`config.mk`:
```
export PLATFORM = sky130hd
export DESIGN_NAME = vcf_ctrl
export DESIGN_NICKNAME = d
export VERILOG_FILES = /design/src/include/vcf_pkg.sv /design/src/hdl/vcf_ctrl.sv
export SDC_FILE = /design/constraint.sdc
export NUM_CORES = 2
export LEC_CHECK = 0
export BUFFER_PORTS_ARGS = -buffer_cell sky130_fd_sc_hd__buf_2
export CAP_MARGIN = 25
export CORE_UTILIZATION = 63
export CTS_BUF_LIST = sky130_fd_sc_hd__clkbuf_4 sky130_fd_sc_hd__clkbuf_8 sky130_fd_sc_hd__clkbuf_16
export DETAILED_ROUTE_END_ITERATION = 7
export PLACE_DENSITY = 0.81
export SLEW_MARGIN = 40
export SYNTH_ARGS = -nofsm -noshare
export SYNTH_HDL_FRONTEND = slang
export SYNTH_SLANG_ARGS = --single-unit
```
`constraint.sdc`:
```
create_clock -name SYS_CLK -period 8.7 [get_ports SYS_CLK]
set_input_delay 1.74 -clock SYS_CLK [delete_from_list [all_inputs] [get_ports SYS_CLK]]
set_output_delay 1.74 -clock SYS_CLK [all_outputs]
set_load 0.01 [all_outputs]
```
`src/include/vcf_pkg.sv`:
```
package vcf_pkg;
	// packet type codes
	localparam logic [7:0] PTYPE_CTRL   = 8'h00;
	localparam logic [7:0] PTYPE_CHAN   = 8'h01; // answer to a speech packet
	localparam logic [7:0] PTYPE_SPEECH = 8'h02;
	// control field identifiers
	localparam logic [7:0] codec_skip_count_cmd = 8'h48;
	localparam logic [7:0] wait_micro_cmd       = 8'h49;
	localparam logic [7:0] wait_nano_cmd        = 8'h4a;
	localparam logic [7:0] speech_gain_cmd      = 8'h4b;
	localparam logic [7:0] flow_threshold_cmd   = 8'h4e;
	// argument byte counts per field
	localparam logic [2:0] ARGS_TWO  = 3'h2;
	localparam logic [2:0] ARGS_FOUR = 3'h4;
	// response status bytes
	localparam logic [7:0] STAT_OK  = 8'h00;
	localparam logic [7:0] STAT_ERR = 8'h01;
	// reset values
	localparam logic [15:0] STOP_LEVEL_RST   = 16'h0014; // 20 bytes
	localparam logic [15:0] RESUME_LEVEL_RST = 16'h0028; // 40 bytes
	localparam logic [15:0] SKIP_RST         = 16'h0000;
	localparam logic [7:0]  GAIN_RST         = 8'h00;    // 0 dB
	// gain limits and shift step
	localparam logic signed [7:0] GAIN_MAX   = 8'sd90;
	localparam logic signed [7:0] GAIN_MIN   = -8'sd90;
	localparam logic signed [7:0] DB_PER_BIT = 8'sd6;
	// timing
	localparam int CLK_PERIOD_NS = 25;   // 40 MHz core clock
	localparam int NS_PER_US     = 1000;
	localparam logic [31:0] STEP_NS = 32'(CLK_PERIOD_NS);
	localparam logic [31:0] US_NS   = 32'(NS_PER_US);
	// register byte offsets
	localparam logic [7:0] OFF_CTRL   = 8'h00;
	localparam logic [7:0] OFF_LEVELS = 8'h04;
	localparam logic [7:0] OFF_GAIN   = 8'h08;
	localparam logic [7:0] OFF_STATUS = 8'h0c;
	localparam logic [7:0] OFF_SKIP   = 8'h10;
	// control and status register fields
	localparam int CTRL_PKT_MODE = 0;
	localparam int CTRL_LINEAR16 = 1;
	localparam int STAT_READY_N  = 16;
	// parser states, gray from VCF_FIELD through VCF_WAIT
	typedef enum logic [2:0] {
		VCF_FIELD = 3'b000,
		VCF_ARG   = 3'b001,
		VCF_APPLY = 3'b011,
		VCF_RID   = 3'b010,
		VCF_RSTAT = 3'b110,
		VCF_WAIT  = 3'b111
	} vcf_state_t;
endpackage

```
`src/hdl/vcf_ctrl.sv`:
```
// Notes on behaviour
// each field answered by id then status
// field 0x49 waits microseconds before next field
// field 0x4a waits nanoseconds before next field
// field 0x4e loads stop and resume levels
// buffer holds bytes, free space counted
// ready output is active low
// free below stop level drives ready high
// free above resume level drives low
// reset levels are 20 and 40
// host stops sending while ready high
// ready generated for any packet interface
// gain field: input then output, within 90
// input samples scaled before encoding
// decoded samples scaled after decoding
// gain only for linear samples, packet mode
// host keeps gains at 0 dB normally
// each speech packet yields channel packet
// speech packets only in packet mode
// field 0x48 sets codec skip count
// gains signed whole dB, samples saturate
// multi-byte counts arrive high byte first
//
// Implementation choices: the register offsets and the APB interface to the registers.
module vcf_ctrl #(
	parameter int DEPTH = 256 // receive buffer bytes
) (
	input  wire logic        SYS_CLK,         // 40 MHz core clock
	input  wire logic        RST,             // synchronous, active high
	input  wire logic        PSEL,            // apb select
	input  wire logic        PENABLE,         // apb access phase
	input  wire logic        PWRITE,          // apb direction
	input  wire logic [7:0]  PADDR,           // apb byte address
	input  wire logic [31:0] PWDATA,          // apb write data
	output logic      [31:0] PRDATA,          // apb read data
	output logic             PREADY,          // apb ready
	output logic             PSLVERR,         // apb unmapped address
	input  wire logic [7:0]  RX_DATA,         // packet byte from framer
	input  wire logic        RX_FIRST,        // byte is a packet type
	input  wire logic        RX_WR,           // byte strobe
	output logic             RX_FLOW_READY_N, // low: send more
	output logic [7:0]       RESP_DATA,       // response byte
	output logic             RESP_VALID,      // response byte strobe
	output logic             CHAN_PKT,        // start one channel packet
	output logic [15:0]      CODEC_SKIP,      // codec samples to drop
	input  wire logic [15:0] ENC_IN,          // sample toward encoder
	input  wire logic        ENC_IN_VALID,    // its strobe
	output logic [15:0]      ENC_OUT,         // scaled encoder sample
	output logic             ENC_OUT_VALID,   // its strobe
	input  wire logic [15:0] DEC_IN,          // decoded sample
	input  wire logic        DEC_IN_VALID,    // its strobe
	output logic [15:0]      DEC_OUT,         // scaled decoded sample
	output logic             DEC_OUT_VALID    // its strobe
);
	localparam int AW = $clog2(DEPTH);

	initial begin
		if (DEPTH < 4 || DEPTH > 32768 || (1 << AW) != DEPTH)
			$error("DEPTH must be a power of two from 4 to 32768");
	end

	// receive buffer state
	logic [8:0]    mem [DEPTH];  // {type flag, byte}
	logic [AW-1:0] wr_ptr;       // write slot
	logic [AW-1:0] rd_ptr;       // head slot
	logic [AW:0]   fill;         // bytes held
	logic [AW-1:0] next_wr_ptr;
	logic [AW-1:0] next_rd_ptr;
	logic [AW:0]   next_fill;
	logic          push;         // accepted byte
	logic          pop;          // parser took head
	logic [15:0]   free_bytes;   // free space
	logic [8:0]    head;         // oldest byte

	// parser state
	vcf_pkg::vcf_state_t state;
	vcf_pkg::vcf_state_t next_state;
	logic [7:0]    field_id;
	logic [7:0]    next_field_id;
	logic [31:0]   arg;          // argument bytes, high byte first
	logic [31:0]   next_arg;
	logic [2:0]    arg_left;
	logic [2:0]    next_arg_left;
	logic          in_ctrl;      // inside a control packet
	logic          next_in_ctrl;
	logic [7:0]    status;
	logic [7:0]    next_status;
	logic [31:0]   delay_ns;     // pending wait
	logic [31:0]   next_delay_ns;
	logic [15:0]   stop_level;
	logic [15:0]   next_stop_level;
	logic [15:0]   resume_level;
	logic [15:0]   next_resume_level;
	logic [7:0]    in_gain;
	logic [7:0]    next_in_gain;
	logic [7:0]    out_gain;
	logic [7:0]    next_out_gain;
	logic [15:0]   next_skip;
	logic [7:0]    next_resp_data;
	logic          next_resp_valid;
	logic          next_chan;

	// flow, bus and sample state
	logic          next_ready_n;
	logic [1:0]    ctrl;         // {linear16, packet mode}
	logic [1:0]    next_ctrl;
	logic          next_pready;
	logic          next_pslverr;
	logic [31:0]   next_prdata;
	logic          gain_on;
	logic [15:0]   next_enc_out;
	logic [15:0]   next_dec_out;

	// gain as signed dB, about 6 dB per bit of shift, saturating
	function automatic logic [15:0] scale(input logic [15:0] x, input logic [7:0] g);
		logic signed [7:0]  sh;
		logic signed [31:0] w;
		sh = $signed(g) / vcf_pkg::DB_PER_BIT;
		w = 32'($signed(x));
		if (sh >= 0)
			w = w <<< sh;
		else
			w = w >>> (-sh);
		if (w > 32'sd32767)
			scale = 16'h7fff;
		else if (w < -32'sd32768)
			scale = 16'h8000;
		else
			scale = w[15:0];
	endfunction

	// buffer pointers; a byte arriving when full is dropped
	always_comb begin
		head = mem[rd_ptr];
		push = RX_WR && (fill != (AW+1)'(DEPTH));
		next_wr_ptr = push ? wr_ptr + 1'b1 : wr_ptr;
		next_rd_ptr = pop ? rd_ptr + 1'b1 : rd_ptr;
		next_fill = fill + (AW+1)'(push) - (AW+1)'(pop);
		free_bytes = 16'((AW+1)'(DEPTH) - fill);
	end

	always_ff @(posedge SYS_CLK) begin
		if (push)
			mem[wr_ptr] <= {RX_FIRST, RX_DATA};
		if (RST) begin
			wr_ptr <= '0;
			rd_ptr <= '0;
			fill <= '0;
		end else begin
			wr_ptr <= next_wr_ptr;
			rd_ptr <= next_rd_ptr;
			fill <= next_fill;
		end
	end

	// ready with hysteresis, independent of the packet interface
	always_comb begin
		next_ready_n = RX_FLOW_READY_N; // between levels: hold
		if (free_bytes < stop_level)
			next_ready_n = 1'b1;
		else if (free_bytes > resume_level)
			next_ready_n = 1'b0;
	end

	always_ff @(posedge SYS_CLK) begin
		if (RST)
			RX_FLOW_READY_N <= 1'b0; // empty buffer: ready
		else
			RX_FLOW_READY_N <= next_ready_n;
	end

	// field parser; a type byte mid-field ends it with an error
	always_comb begin
		next_state = state;
		next_field_id = field_id;
		next_arg = arg;
		next_arg_left = arg_left;
		next_in_ctrl = in_ctrl;
		next_status = status;
		next_delay_ns = delay_ns;
		next_stop_level = stop_level;
		next_resume_level = resume_level;
		next_in_gain = in_gain;
		next_out_gain = out_gain;
		next_skip = CODEC_SKIP;
		next_resp_data = RESP_DATA;
		next_resp_valid = 1'b0;
		next_chan = 1'b0;
		pop = 1'b0;
		unique case (state)
			vcf_pkg::VCF_FIELD: begin
				if (fill != '0) begin
					pop = 1'b1;
					if (head[8]) begin
						next_in_ctrl = head[7:0] == vcf_pkg::PTYPE_CTRL;
						// speech outside packet mode is ignored
						next_chan = head[7:0] == vcf_pkg::PTYPE_SPEECH
							&& ctrl[vcf_pkg::CTRL_PKT_MODE];
					end else if (in_ctrl) begin
						next_field_id = head[7:0];
						next_arg = '0;
						next_status = vcf_pkg::STAT_OK;
						next_state = vcf_pkg::VCF_ARG;
						unique case (head[7:0])
							vcf_pkg::codec_skip_count_cmd,
							vcf_pkg::wait_micro_cmd,
							vcf_pkg::wait_nano_cmd,
							vcf_pkg::speech_gain_cmd: next_arg_left = vcf_pkg::ARGS_TWO;
							vcf_pkg::flow_threshold_cmd: next_arg_left = vcf_pkg::ARGS_FOUR;
							default: begin // unknown length: drop rest of packet
								next_status = vcf_pkg::STAT_ERR;
								next_in_ctrl = 1'b0;
								next_state = vcf_pkg::VCF_RID;
							end
						endcase
					end
				end
			end
			vcf_pkg::VCF_ARG: begin
				if (fill != '0) begin
					if (head[8]) begin // truncated field
						next_status = vcf_pkg::STAT_ERR;
						next_state = vcf_pkg::VCF_RID;
					end else begin
						pop = 1'b1;
						next_arg = {arg[23:0], head[7:0]};
						next_arg_left = arg_left - 1'b1;
						if (arg_left == 3'h1)
							next_state = vcf_pkg::VCF_APPLY;
					end
				end
			end
			vcf_pkg::VCF_APPLY: begin
				next_state = vcf_pkg::VCF_RID;
				unique case (field_id)
					vcf_pkg::codec_skip_count_cmd: next_skip = arg[15:0];
					vcf_pkg::wait_micro_cmd: next_delay_ns = 32'(arg[15:0]) * vcf_pkg::US_NS;
					vcf_pkg::wait_nano_cmd: next_delay_ns = 32'(arg[15:0]);
					vcf_pkg::flow_threshold_cmd: begin
						next_stop_level = arg[31:16];
						next_resume_level = arg[15:0];
					end
					default: begin // gain: refuse values beyond 90 dB
						if ($signed(arg[15:8]) > vcf_pkg::GAIN_MAX
							|| $signed(arg[15:8]) < vcf_pkg::GAIN_MIN
							|| $signed(arg[7:0]) > vcf_pkg::GAIN_MAX
							|| $signed(arg[7:0]) < vcf_pkg::GAIN_MIN)
							next_status = vcf_pkg::STAT_ERR;
						else begin
							next_in_gain = arg[15:8];
							next_out_gain = arg[7:0];
						end
					end
				endcase
			end
			vcf_pkg::VCF_RID: begin
				next_resp_valid = 1'b1;
				next_resp_data = field_id;
				next_state = vcf_pkg::VCF_RSTAT;
			end
			vcf_pkg::VCF_RSTAT: begin
				next_resp_valid = 1'b1;
				next_resp_data = status;
				next_state = (delay_ns != '0) ? vcf_pkg::VCF_WAIT : vcf_pkg::VCF_FIELD;
			end
			vcf_pkg::VCF_WAIT: begin
				// counting down in ns rounds a wait up to whole cycles
				if (delay_ns > vcf_pkg::STEP_NS)
					next_delay_ns = delay_ns - vcf_pkg::STEP_NS;
				else begin
					next_delay_ns = '0;
					next_state = vcf_pkg::VCF_FIELD;
				end
			end
		endcase
	end

	always_ff @(posedge SYS_CLK) begin
		if (RST) begin
			state <= vcf_pkg::VCF_FIELD;
			field_id <= '0;
			arg <= '0;
			arg_left <= '0;
			in_ctrl <= 1'b0;
			status <= vcf_pkg::STAT_OK;
			delay_ns <= '0;
			stop_level <= vcf_pkg::STOP_LEVEL_RST;
			resume_level <= vcf_pkg::RESUME_LEVEL_RST;
			in_gain <= vcf_pkg::GAIN_RST;
			out_gain <= vcf_pkg::GAIN_RST;
			CODEC_SKIP <= vcf_pkg::SKIP_RST;
			RESP_DATA <= '0;
			RESP_VALID <= 1'b0;
			CHAN_PKT <= 1'b0;
		end else begin
			state <= next_state;
			field_id <= next_field_id;
			arg <= next_arg;
			arg_left <= next_arg_left;
			in_ctrl <= next_in_ctrl;
			status <= next_status;
			delay_ns <= next_delay_ns;
			stop_level <= next_stop_level;
			resume_level <= next_resume_level;
			in_gain <= next_in_gain;
			out_gain <= next_out_gain;
			CODEC_SKIP <= next_skip;
			RESP_DATA <= next_resp_data;
			RESP_VALID <= next_resp_valid;
			CHAN_PKT <= next_chan;
		end
	end

	// sample scaling, bypassed unless linear samples in packet mode
	always_comb begin
		gain_on = ctrl[vcf_pkg::CTRL_PKT_MODE] && ctrl[vcf_pkg::CTRL_LINEAR16];
		next_enc_out = gain_on ? scale(ENC_IN, in_gain) : ENC_IN;
		next_dec_out = gain_on ? scale(DEC_IN, out_gain) : DEC_IN;
	end

	always_ff @(posedge SYS_CLK) begin
		if (RST) begin
			ENC_OUT <= '0;
			ENC_OUT_VALID <= 1'b0;
			DEC_OUT <= '0;
			DEC_OUT_VALID <= 1'b0;
		end else begin
			ENC_OUT <= next_enc_out;
			ENC_OUT_VALID <= ENC_IN_VALID;
			DEC_OUT <= next_dec_out;
			DEC_OUT_VALID <= DEC_IN_VALID;
		end
	end

	// apb slave: one wait-free access, read data latched in setup, ctrl write taken in access
	always_comb begin
		next_pready = PSEL && !PENABLE;
		next_pslverr = 1'b0;
		next_prdata = '0;
		next_ctrl = ctrl;
		unique case (PADDR)
			vcf_pkg::OFF_CTRL:   next_prdata = 32'(ctrl);
			vcf_pkg::OFF_LEVELS: next_prdata = {resume_level, stop_level};
			vcf_pkg::OFF_GAIN:   next_prdata = {16'h0000, out_gain, in_gain};
			vcf_pkg::OFF_STATUS: next_prdata = {15'h0000, RX_FLOW_READY_N, free_bytes};
			vcf_pkg::OFF_SKIP:   next_prdata = {16'h0000, CODEC_SKIP};
			default:             next_pslverr = PSEL && !PENABLE;
		endcase
		if (PSEL && PENABLE && PREADY && PWRITE && PADDR == vcf_pkg::OFF_CTRL)
			next_ctrl = PWDATA[1:0];
	end

	always_ff @(posedge SYS_CLK) begin
		if (RST) begin
			PREADY <= 1'b0;
			PSLVERR <= 1'b0;
			PRDATA <= '0;
			ctrl <= 2'h0;
		end else begin
			PREADY <= next_pready;
			PSLVERR <= next_pslverr;
			PRDATA <= next_prdata;
			ctrl <= next_ctrl;
		end
	end
endmodule // vcf_ctrl

```
# Yosys cells after proc, flatten, opt, wreduce, memory -nomap -nowiden
# Memory sizes are Yosys's and may differ from the RTL's. A register that Yosys moved wholly into a read port is not among the register bits.
# Index checks and enable logic that the tools add are counted.
[totals] regBits=257 latchBits=0 mem_bits_rw=2304 rom_bits=0 elab_cells=192 mem_count=1
[classes] n_addsub=9 multipliers=1 div_mod_pow=2 order_cmp=13 eq_ne=33 shift=4 mux=59 n_bitwise=5 reduce_logical=38
[memory_table] name="mem" words=256 width=9 rd=1 rd_clocked_by_memory_dff=1 wr=1 line_no="vcf_ctrl.sv:63" rtl="logic [8:0] mem [DEPTH];"
[op_table] op="$mux W32" n=8
[op_table] op="$pmux W32 S2" n=3
[op_table] op="$pmux W32 S5" n=1
[op_table] op="$mux W16" n=6
[op_table] op="$eq A8 B7 Y1 const B" n=9
[op_table] op="$mux W8" n=9
[op_table] op="$gt A32 B16 Y1 const B" n=2
[op_table] op="$lt A32 B16 Y1 const B" n=2
[op_table] op="$sshl A16 B8 Y32" n=2
[op_table] op="$sshr A16 B8 Y32" n=2
[op_table] op="$mux W3" n=13
[op_table] op="$gt A32 B5 Y1 const B" n=1
[op_table] op="$reduce_bool A32 Y1" n=1
[op_table] op="$sub A32 B5 Y32 const B" n=1
[op_table] op="$pmux W8 S3" n=1
[op_table] op="$mul A16 B7 Y23 const B" n=1
[op_table] op="$ne A2 B2 Y1 const B" n=9
[op_table] op="$pmux W3 S6" n=1
[op_table] op="$add A8 B1 Y8 const B" n=2
[op_table] op="$div A8 B4 Y8 const B" n=2
[op_table] op="$eq A8 B4 Y1 const B" n=2
[op_table] op="$ge A8 B1 Y1 const B" n=2
[op_table] op="$gt A16 B16 Y1" n=1
[op_table] op="$gt A8 B8 Y1 const B" n=2
[op_table] op="other kinds (40)" n=81

# Depth between registers and ports, before layout
[depth] word_depth=8 ltp_mapped=32 ltp_nobuf=24

# Least setup slack after synthesis
# No wires, ideal clock.
[synth_path] path_type="register -> register" start="reg out_gain[0]" end="reg DEC_OUT[12]" arrival_ns=6.140 t_required_ns=8.614 path_slack_ns=2.473 path_stages_with_launch=30 path_buffers=7 path_cell_list="dfxtp_1 -> inv_1 -> ha_1 -> nor3b_1 -> o2111ai_2 -> and2_0 -> clkbuf_1 -> a31oi_1 -> a32oi_2 -> nand2_2 -> inv_2 -> buf_4 -> buf_2 -> buf_2 -> ha_1 -> nand2b_1 -> nor2_1 -> o2bb2ai_1 -> a211o_1 -> or2_1 -> buf_2 -> clkbuf_1 -> a31oi_1 -> nor2_1 -> a221o_1 -> or4b_1 -> and4bb_2 -> buf_4 -> o21ai_1 -> a221oi_2"
[synth_between] elab_chain_len=8
[synth_rtl] item="start, declared" line_no="vcf_ctrl.sv:96" rtl="logic [7:0] out_gain;"
[synth_rtl] item="start signal, assigned" line_no="vcf_ctrl.sv:290" rtl="out_gain <= vcf_pkg::GAIN_RST;"
[synth_rtl] item="start signal, assigned" line_no="vcf_ctrl.sv:306" rtl="out_gain <= next_out_gain;"
[synth_rtl] item="$div A8 B4 Y8 *" line_no="vcf_ctrl.sv:118" rtl="sh = $signed(g) / vcf_pkg::DB_PER_BIT;"
[synth_rtl] item="$neg A8 Y8" line_no="vcf_ctrl.sv:123" rtl="w = w >>> (-sh);"
[synth_rtl] item="$sshr A16 B8 Y32" line_no="vcf_ctrl.sv:123"
[synth_rtl] item="$mux W32 *" line_no="vcf_ctrl.sv:120" rtl="if (sh >= 0)"
[synth_rtl] item="$lt A32 B16 Y1" line_no="vcf_ctrl.sv:126" rtl="else if (w < -32'sd32768)"
[synth_rtl] item="$mux W16" line_no="vcf_ctrl.sv:126"
[synth_rtl] item="$mux W16 *" line_no="vcf_ctrl.sv:124" rtl="if (w > 32'sd32767)"
[synth_rtl] item="$mux W16 *" line_no="vcf_ctrl.sv:318" rtl="next_dec_out = gain_on ? scale(DEC_IN, out_gain) : DEC_IN;"
[synth_rtl] item="end signal, assigned" line_no="vcf_ctrl.sv:330" rtl="DEC_OUT <= next_dec_out;"
[synth_rtl] item="end, declared" line_no="vcf_ctrl.sv:52" rtl="output logic [15:0] DEC_OUT,"
# Every way passes the cells marked *; elsewhere a longest branch is shown, timed or not.
# A chain may end at the register's enable or synchronous reset.

# Worst setup path in the final report
[layout_path] start="reg in_gain[1]" end="reg ENC_OUT[5]"
[layout_between] elab_chain_len=8
[layout_rtl] item="start, declared" line_no="vcf_ctrl.sv:94" rtl="logic [7:0] in_gain;"
[layout_rtl] item="start signal, assigned" line_no="vcf_ctrl.sv:289" rtl="in_gain <= vcf_pkg::GAIN_RST;"
[layout_rtl] item="start signal, assigned" line_no="vcf_ctrl.sv:305" rtl="in_gain <= next_in_gain;"
[layout_rtl] item="$div A8 B4 Y8 *" line_no="vcf_ctrl.sv:118"
[layout_rtl] item="$neg A8 Y8" line_no="vcf_ctrl.sv:123"
[layout_rtl] item="$sshr A16 B8 Y32" line_no="vcf_ctrl.sv:123"
[layout_rtl] item="$mux W32 *" line_no="vcf_ctrl.sv:120"
[layout_rtl] item="$lt A32 B16 Y1" line_no="vcf_ctrl.sv:126"
[layout_rtl] item="$mux W16" line_no="vcf_ctrl.sv:126"
[layout_rtl] item="$mux W16 *" line_no="vcf_ctrl.sv:124"
[layout_rtl] item="$mux W16 *" line_no="vcf_ctrl.sv:317" rtl="next_enc_out = gain_on ? scale(ENC_IN, in_gain) : ENC_IN;"
[layout_rtl] item="end signal, assigned" line_no="vcf_ctrl.sv:328" rtl="ENC_OUT <= next_enc_out;"
[layout_rtl] item="end, declared" line_no="vcf_ctrl.sv:48" rtl="output logic [15:0] ENC_OUT,"
# Marks and branches as above.

==> out/qor.csv <==
stage;metric;value;unit
sta;Worst slew margin;35.5;%
critical_path;r2r endpoint;ENC_OUT[5];
clock_network;root buffer cell;clkbuf_16;
critical_path;FF-to-FF Start;in_gain[1];
clock_network;post_cts resized;0;
detailed_routing;Routed Antenna Nets;0;
critical_path;CP required;9.39;ns
power;Lkg Pwr;39.2;nW
layout;register area;74400;sq um
detailed_routing;# DRC;0;
power;PD cells;255;nW/um^2
layout;commonest non-fill, non-tap cells in the layout;edfxtp_1, mux4_2, nor2_1;
power;Net Sw Frac;28.3;%
sta;final-report max-slew violation count;0;
power;Combinational Power Share;22.1;%
floorplan;# rows;153;
sta;Worst Setup Slack, final;1.18;ns
placed_design;Port Buffers;153;
sta;hold slack final;0.452;ns
clock_network;Hold Buf Count CTS;0;
floorplan;Initial Utilization;63.5;%
layout;layout cells sized above 1;27.2;%
logic_synthesis;Seq/Total Area, Yosys;67.2;%
critical_path;CP Launch Type;register;
job;max_cap viols;0;
critical_path;R2R cell count;21;
layout;most common cell after layout, fill and taps aside;edfxtp_1;
power;VDD IR max;0.000275;V
detailed_routing;routed wire length;331000;um
sta;final setup vio count;0;
min_path;WHS Path Cells;2;
power;Switch Pwr;8.87;mW
floorplan;Die W;421;um
logic_synthesis;Synth Cell Area;111000;sq um
layout;Cell Count, Final, Fillers Out;9114;
clock_network;CTS tree;built;
floorplan;Boundary Pins;184;
grt;initial antenna violation count;13;
logic_synthesis;syn_nets;6771;
critical_path;Crit Path Category;reg -> reg;
sta;RSZ-0062 raised after global routing;false;
placed_design;post-DP HPWL;182000;um
critical_path;cell mode on critical path;a21oi_1;
grt;largest net degree at the start of global routing;174;
grt;Total GRT Usage;37.0;%
logic_synthesis;#FFs+latches synth;2562;
power;Sequential Power Share;43.5;%
clock_network;CTS buffer count;234;
detailed_routing;Iter 0 DRT Violations;11200;
min_path;Hold Path End;arg[31];
logic_synthesis;post-synthesis cell type count;120;
sta;setup TNS;0;ns
critical_path;critical path's slowest cell;nor4b_1;
power;Final Power;31.3;mW
power;cell internal pwr;22.5;mW
logic_synthesis;Syn Area/Cell;17.0;sq um
sta;worst-margin pin slew;0.967;ns
placed_design;dpl cell area;114000;sq um
critical_path;r2r setup slk;1.18;ns
layout;multi-input logic area;34900;sq um
grt;overflow left after global routing;0;
logic_synthesis;Post-synth EDFFs;2304;
min_path;hold path start;arg[31];
clock_network;CTS H-tree lvls;4;
critical_path;Critical Path AT;8.21;ns
floorplan;Core Region;174000;sq um
critical_path;slowest stage delay, CP;0.69;ns
power;Clock Power Share;34.5;%
detailed_routing;DRT Pass-1 Iters;8;
placed_design;Placed Cells incl. Taps;8667;
logic_synthesis;ys async rst share;0;%
grt;vias in the first global route;66100;
layout;post-route cell area;123000;sq um
logic_synthesis;number of synthesis warnings;0;
sta;fmax;0.133;GHz
detailed_routing;vias;67200;
status;outcome;complete, no violations;
grt;global-route wire length before repair;475000;um
floorplan;Die Y-Extent;421;um
placed_design;pre-CTS WS;1.51;ns
placed_design;Final Wtd Congestion;0.937;
clock_network;clock sinks;2562;
sta;fin crit period;7.52;ns
logic_synthesis;Gate Count Post-Synth;6493;
clock_network;Max Root-Sink Buffers;3;
layout;P&R area growth vs syn;11.0;%
detailed_routing;wire per inst;36.3;um
clock_network;Clock Latency Late Sink;0.88;ns
min_path;Hold Crit Class;reg -> reg;
logic_synthesis;Synth Flop Type;edfxtp_1;
sta;final hold vios;0;
clock_network;Worst-path clk slew;0.06;ns
layout;final core occ;70.5;%
critical_path;worst-path cell chain;inv_1, ha_1, or3b_1, xnor2_1, a41oi_1, a22oi_2, mux2i_2, nor3_4, inv_4, ha_1, nand2b_1, a21oi_1, a21oi_1, nand2_1, nand2_1, a31oi_1, o311ai_1, nand4_1, nor4b_1, a21oi_1, o2bb2ai_1;
layout;nets;6862;
sta;period utilization;86.5;%
sta;Setup Skew;0.0505;ns
layout;Layout fillers;9957;
detailed_routing;Vias/cell;7.37;
clock_network;setup bufs post-CTS;0;
critical_path;crit end category;register;
floorplan;DIE AREA;177000;sq um
critical_path;Critical Path Fanout Max;25;
## power groups by stage
| stage | sequential [mW] | combinational [mW] | clock, mW |
|---|---|---|---|
| 4_1_cts | 13.6 | 6.77 | 10.8 |
| 3_3_place_gp | 13.9 | 6.31 | 0 |
| 5_1_grt | 13.6 | 7.17 | 11.2 |
| 2_1_floorplan | 13.8 | 4.51 | 0 |
| 3_5_place_dp | 13.9 | 6.51 | 0 |
| 6_report | 13.6 | 6.91 | 10.8 |
## critical path, delay by kind of cell, from the launching register on
kind,cells,cell delay [ns]
compound gates,8,2.53
xor+xnor,1,0.19
fa+ha+maj,2,0.65
buf+inv,2,0.39
flops,1,0.41
mux,1,0.49
simple gates,7,2.70
## state kept, by name, summed over array words and instances, names as in the netlist, 2 cells and up, named ones only
signal,count
DEC_OUT,16
delay_ns,32
out_gain,8
mem,2304
RESP_DATA,8
state,3
ctrl,2
rd_ptr,8
arg,32
PRDATA,32
stop_level,16
resume_level,16
field_id,8
in_gain,8
CODEC_SKIP,16
fill,9
wr_ptr,8
arg_left,3
ENC_OUT,16
## worst max path at each step
stage                  endpoint  slack (ns)  depth (start not counted)         from
floorplan           DEC_OUT[12]        2.47                         29  out_gain[0]
global placement    DEC_OUT[13]        1.43                         22  out_gain[2]
detailed placement   ENC_OUT[5]        1.51                         21   in_gain[1]
CTS                  ENC_OUT[5]        1.45                         21   in_gain[1]
global route         ENC_OUT[2]        0.77                         21   in_gain[1]
finish               ENC_OUT[5]        1.18                         21   in_gain[1]
## kinds of logic (layout without fill, tap and decap cells)
kind of cell             Yosys count  in the layout  share of synthesized area [%]
flip-flops                      2562           2562                           67.2
AND/OR/NAND/NOR                 1344           1344                           5.62
AO/OA/AOI/OAI                    905            905                           5.43
multiplexers                     862            862                           16.7
buffers and inverters            562            852                           2.04
adder cells (fa/ha/maj)          190            190                           2.52
XOR/XNOR                          68             68                          0.538
other                              0              6                              0
## per-layer routing
metal	global-route usage, %	vias up	share of wire, %	wire (um)
met3	8.35	1154	12	39600
li1	-	26300	-	-
met2	59.7	5825	49	160000
met1	48.4	33900	34	111000
met5	0	-	0.027	89
met4	17.5	14	5.8	19100
## synth_stat cells, types with 15 or more instances
| master | n | share of area (%) |
|---|---|---|
| a211oi_1 | 28 | 0.19 |
| a21o_1 | 38 | 0.26 |
| a21oi_1 | 279 | 1.3 |
| a221oi_1 | 19 | 0.15 |
| a22oi_1 | 43 | 0.29 |
| a31oi_1 | 30 | 0.17 |
| and2_1 | 15 | 0.085 |
| and3_1 | 34 | 0.19 |
| buf_1 | 74 | 0.25 |
| buf_2 | 61 | 0.28 |
| clkbuf_1 | 279 | 0.95 |
| dfxtp_1 | 258 | 4.7 |
| edfxtp_1 | 2304 | 63 |
| fa_1 | 55 | 0.99 |
| ha_1 | 134 | 1.5 |
| inv_1 | 132 | 0.45 |
| mux2_2 | 19 | 0.19 |
| mux2i_1 | 58 | 0.52 |
| mux4_2 | 783 | 16 |
| nand2_1 | 282 | 0.96 |
| nand2b_1 | 29 | 0.16 |
| nand3_1 | 124 | 0.56 |
| nand4_1 | 38 | 0.21 |
| nor2_1 | 568 | 1.9 |
| nor2b_1 | 24 | 0.14 |
| nor3_1 | 96 | 0.43 |
| nor3b_1 | 15 | 0.10 |
| nor4_1 | 27 | 0.15 |
| o211ai_1 | 20 | 0.14 |
| o21ai_0 | 165 | 0.75 |
| o22ai_1 | 31 | 0.18 |
| o32ai_1 | 16 | 0.13 |
| or3_1 | 23 | 0.13 |
| xnor2_1 | 50 | 0.40 |
| xor2_1 | 18 | 0.14 |
## layout make-up
cell class	count	area share, %
Sequential cell	2562	60.6
Clock buffer	308	5.40
Inverter	136	0.418
Timing Repair Buffer	281	1.77
Multi-Input combinational cell	3369	28.5
Antenna cell	6	0.0122
Clock inverter	127	1.02
Tap cell	2325	2.37
No activity file was read; power rests on OpenSTA's default activity.
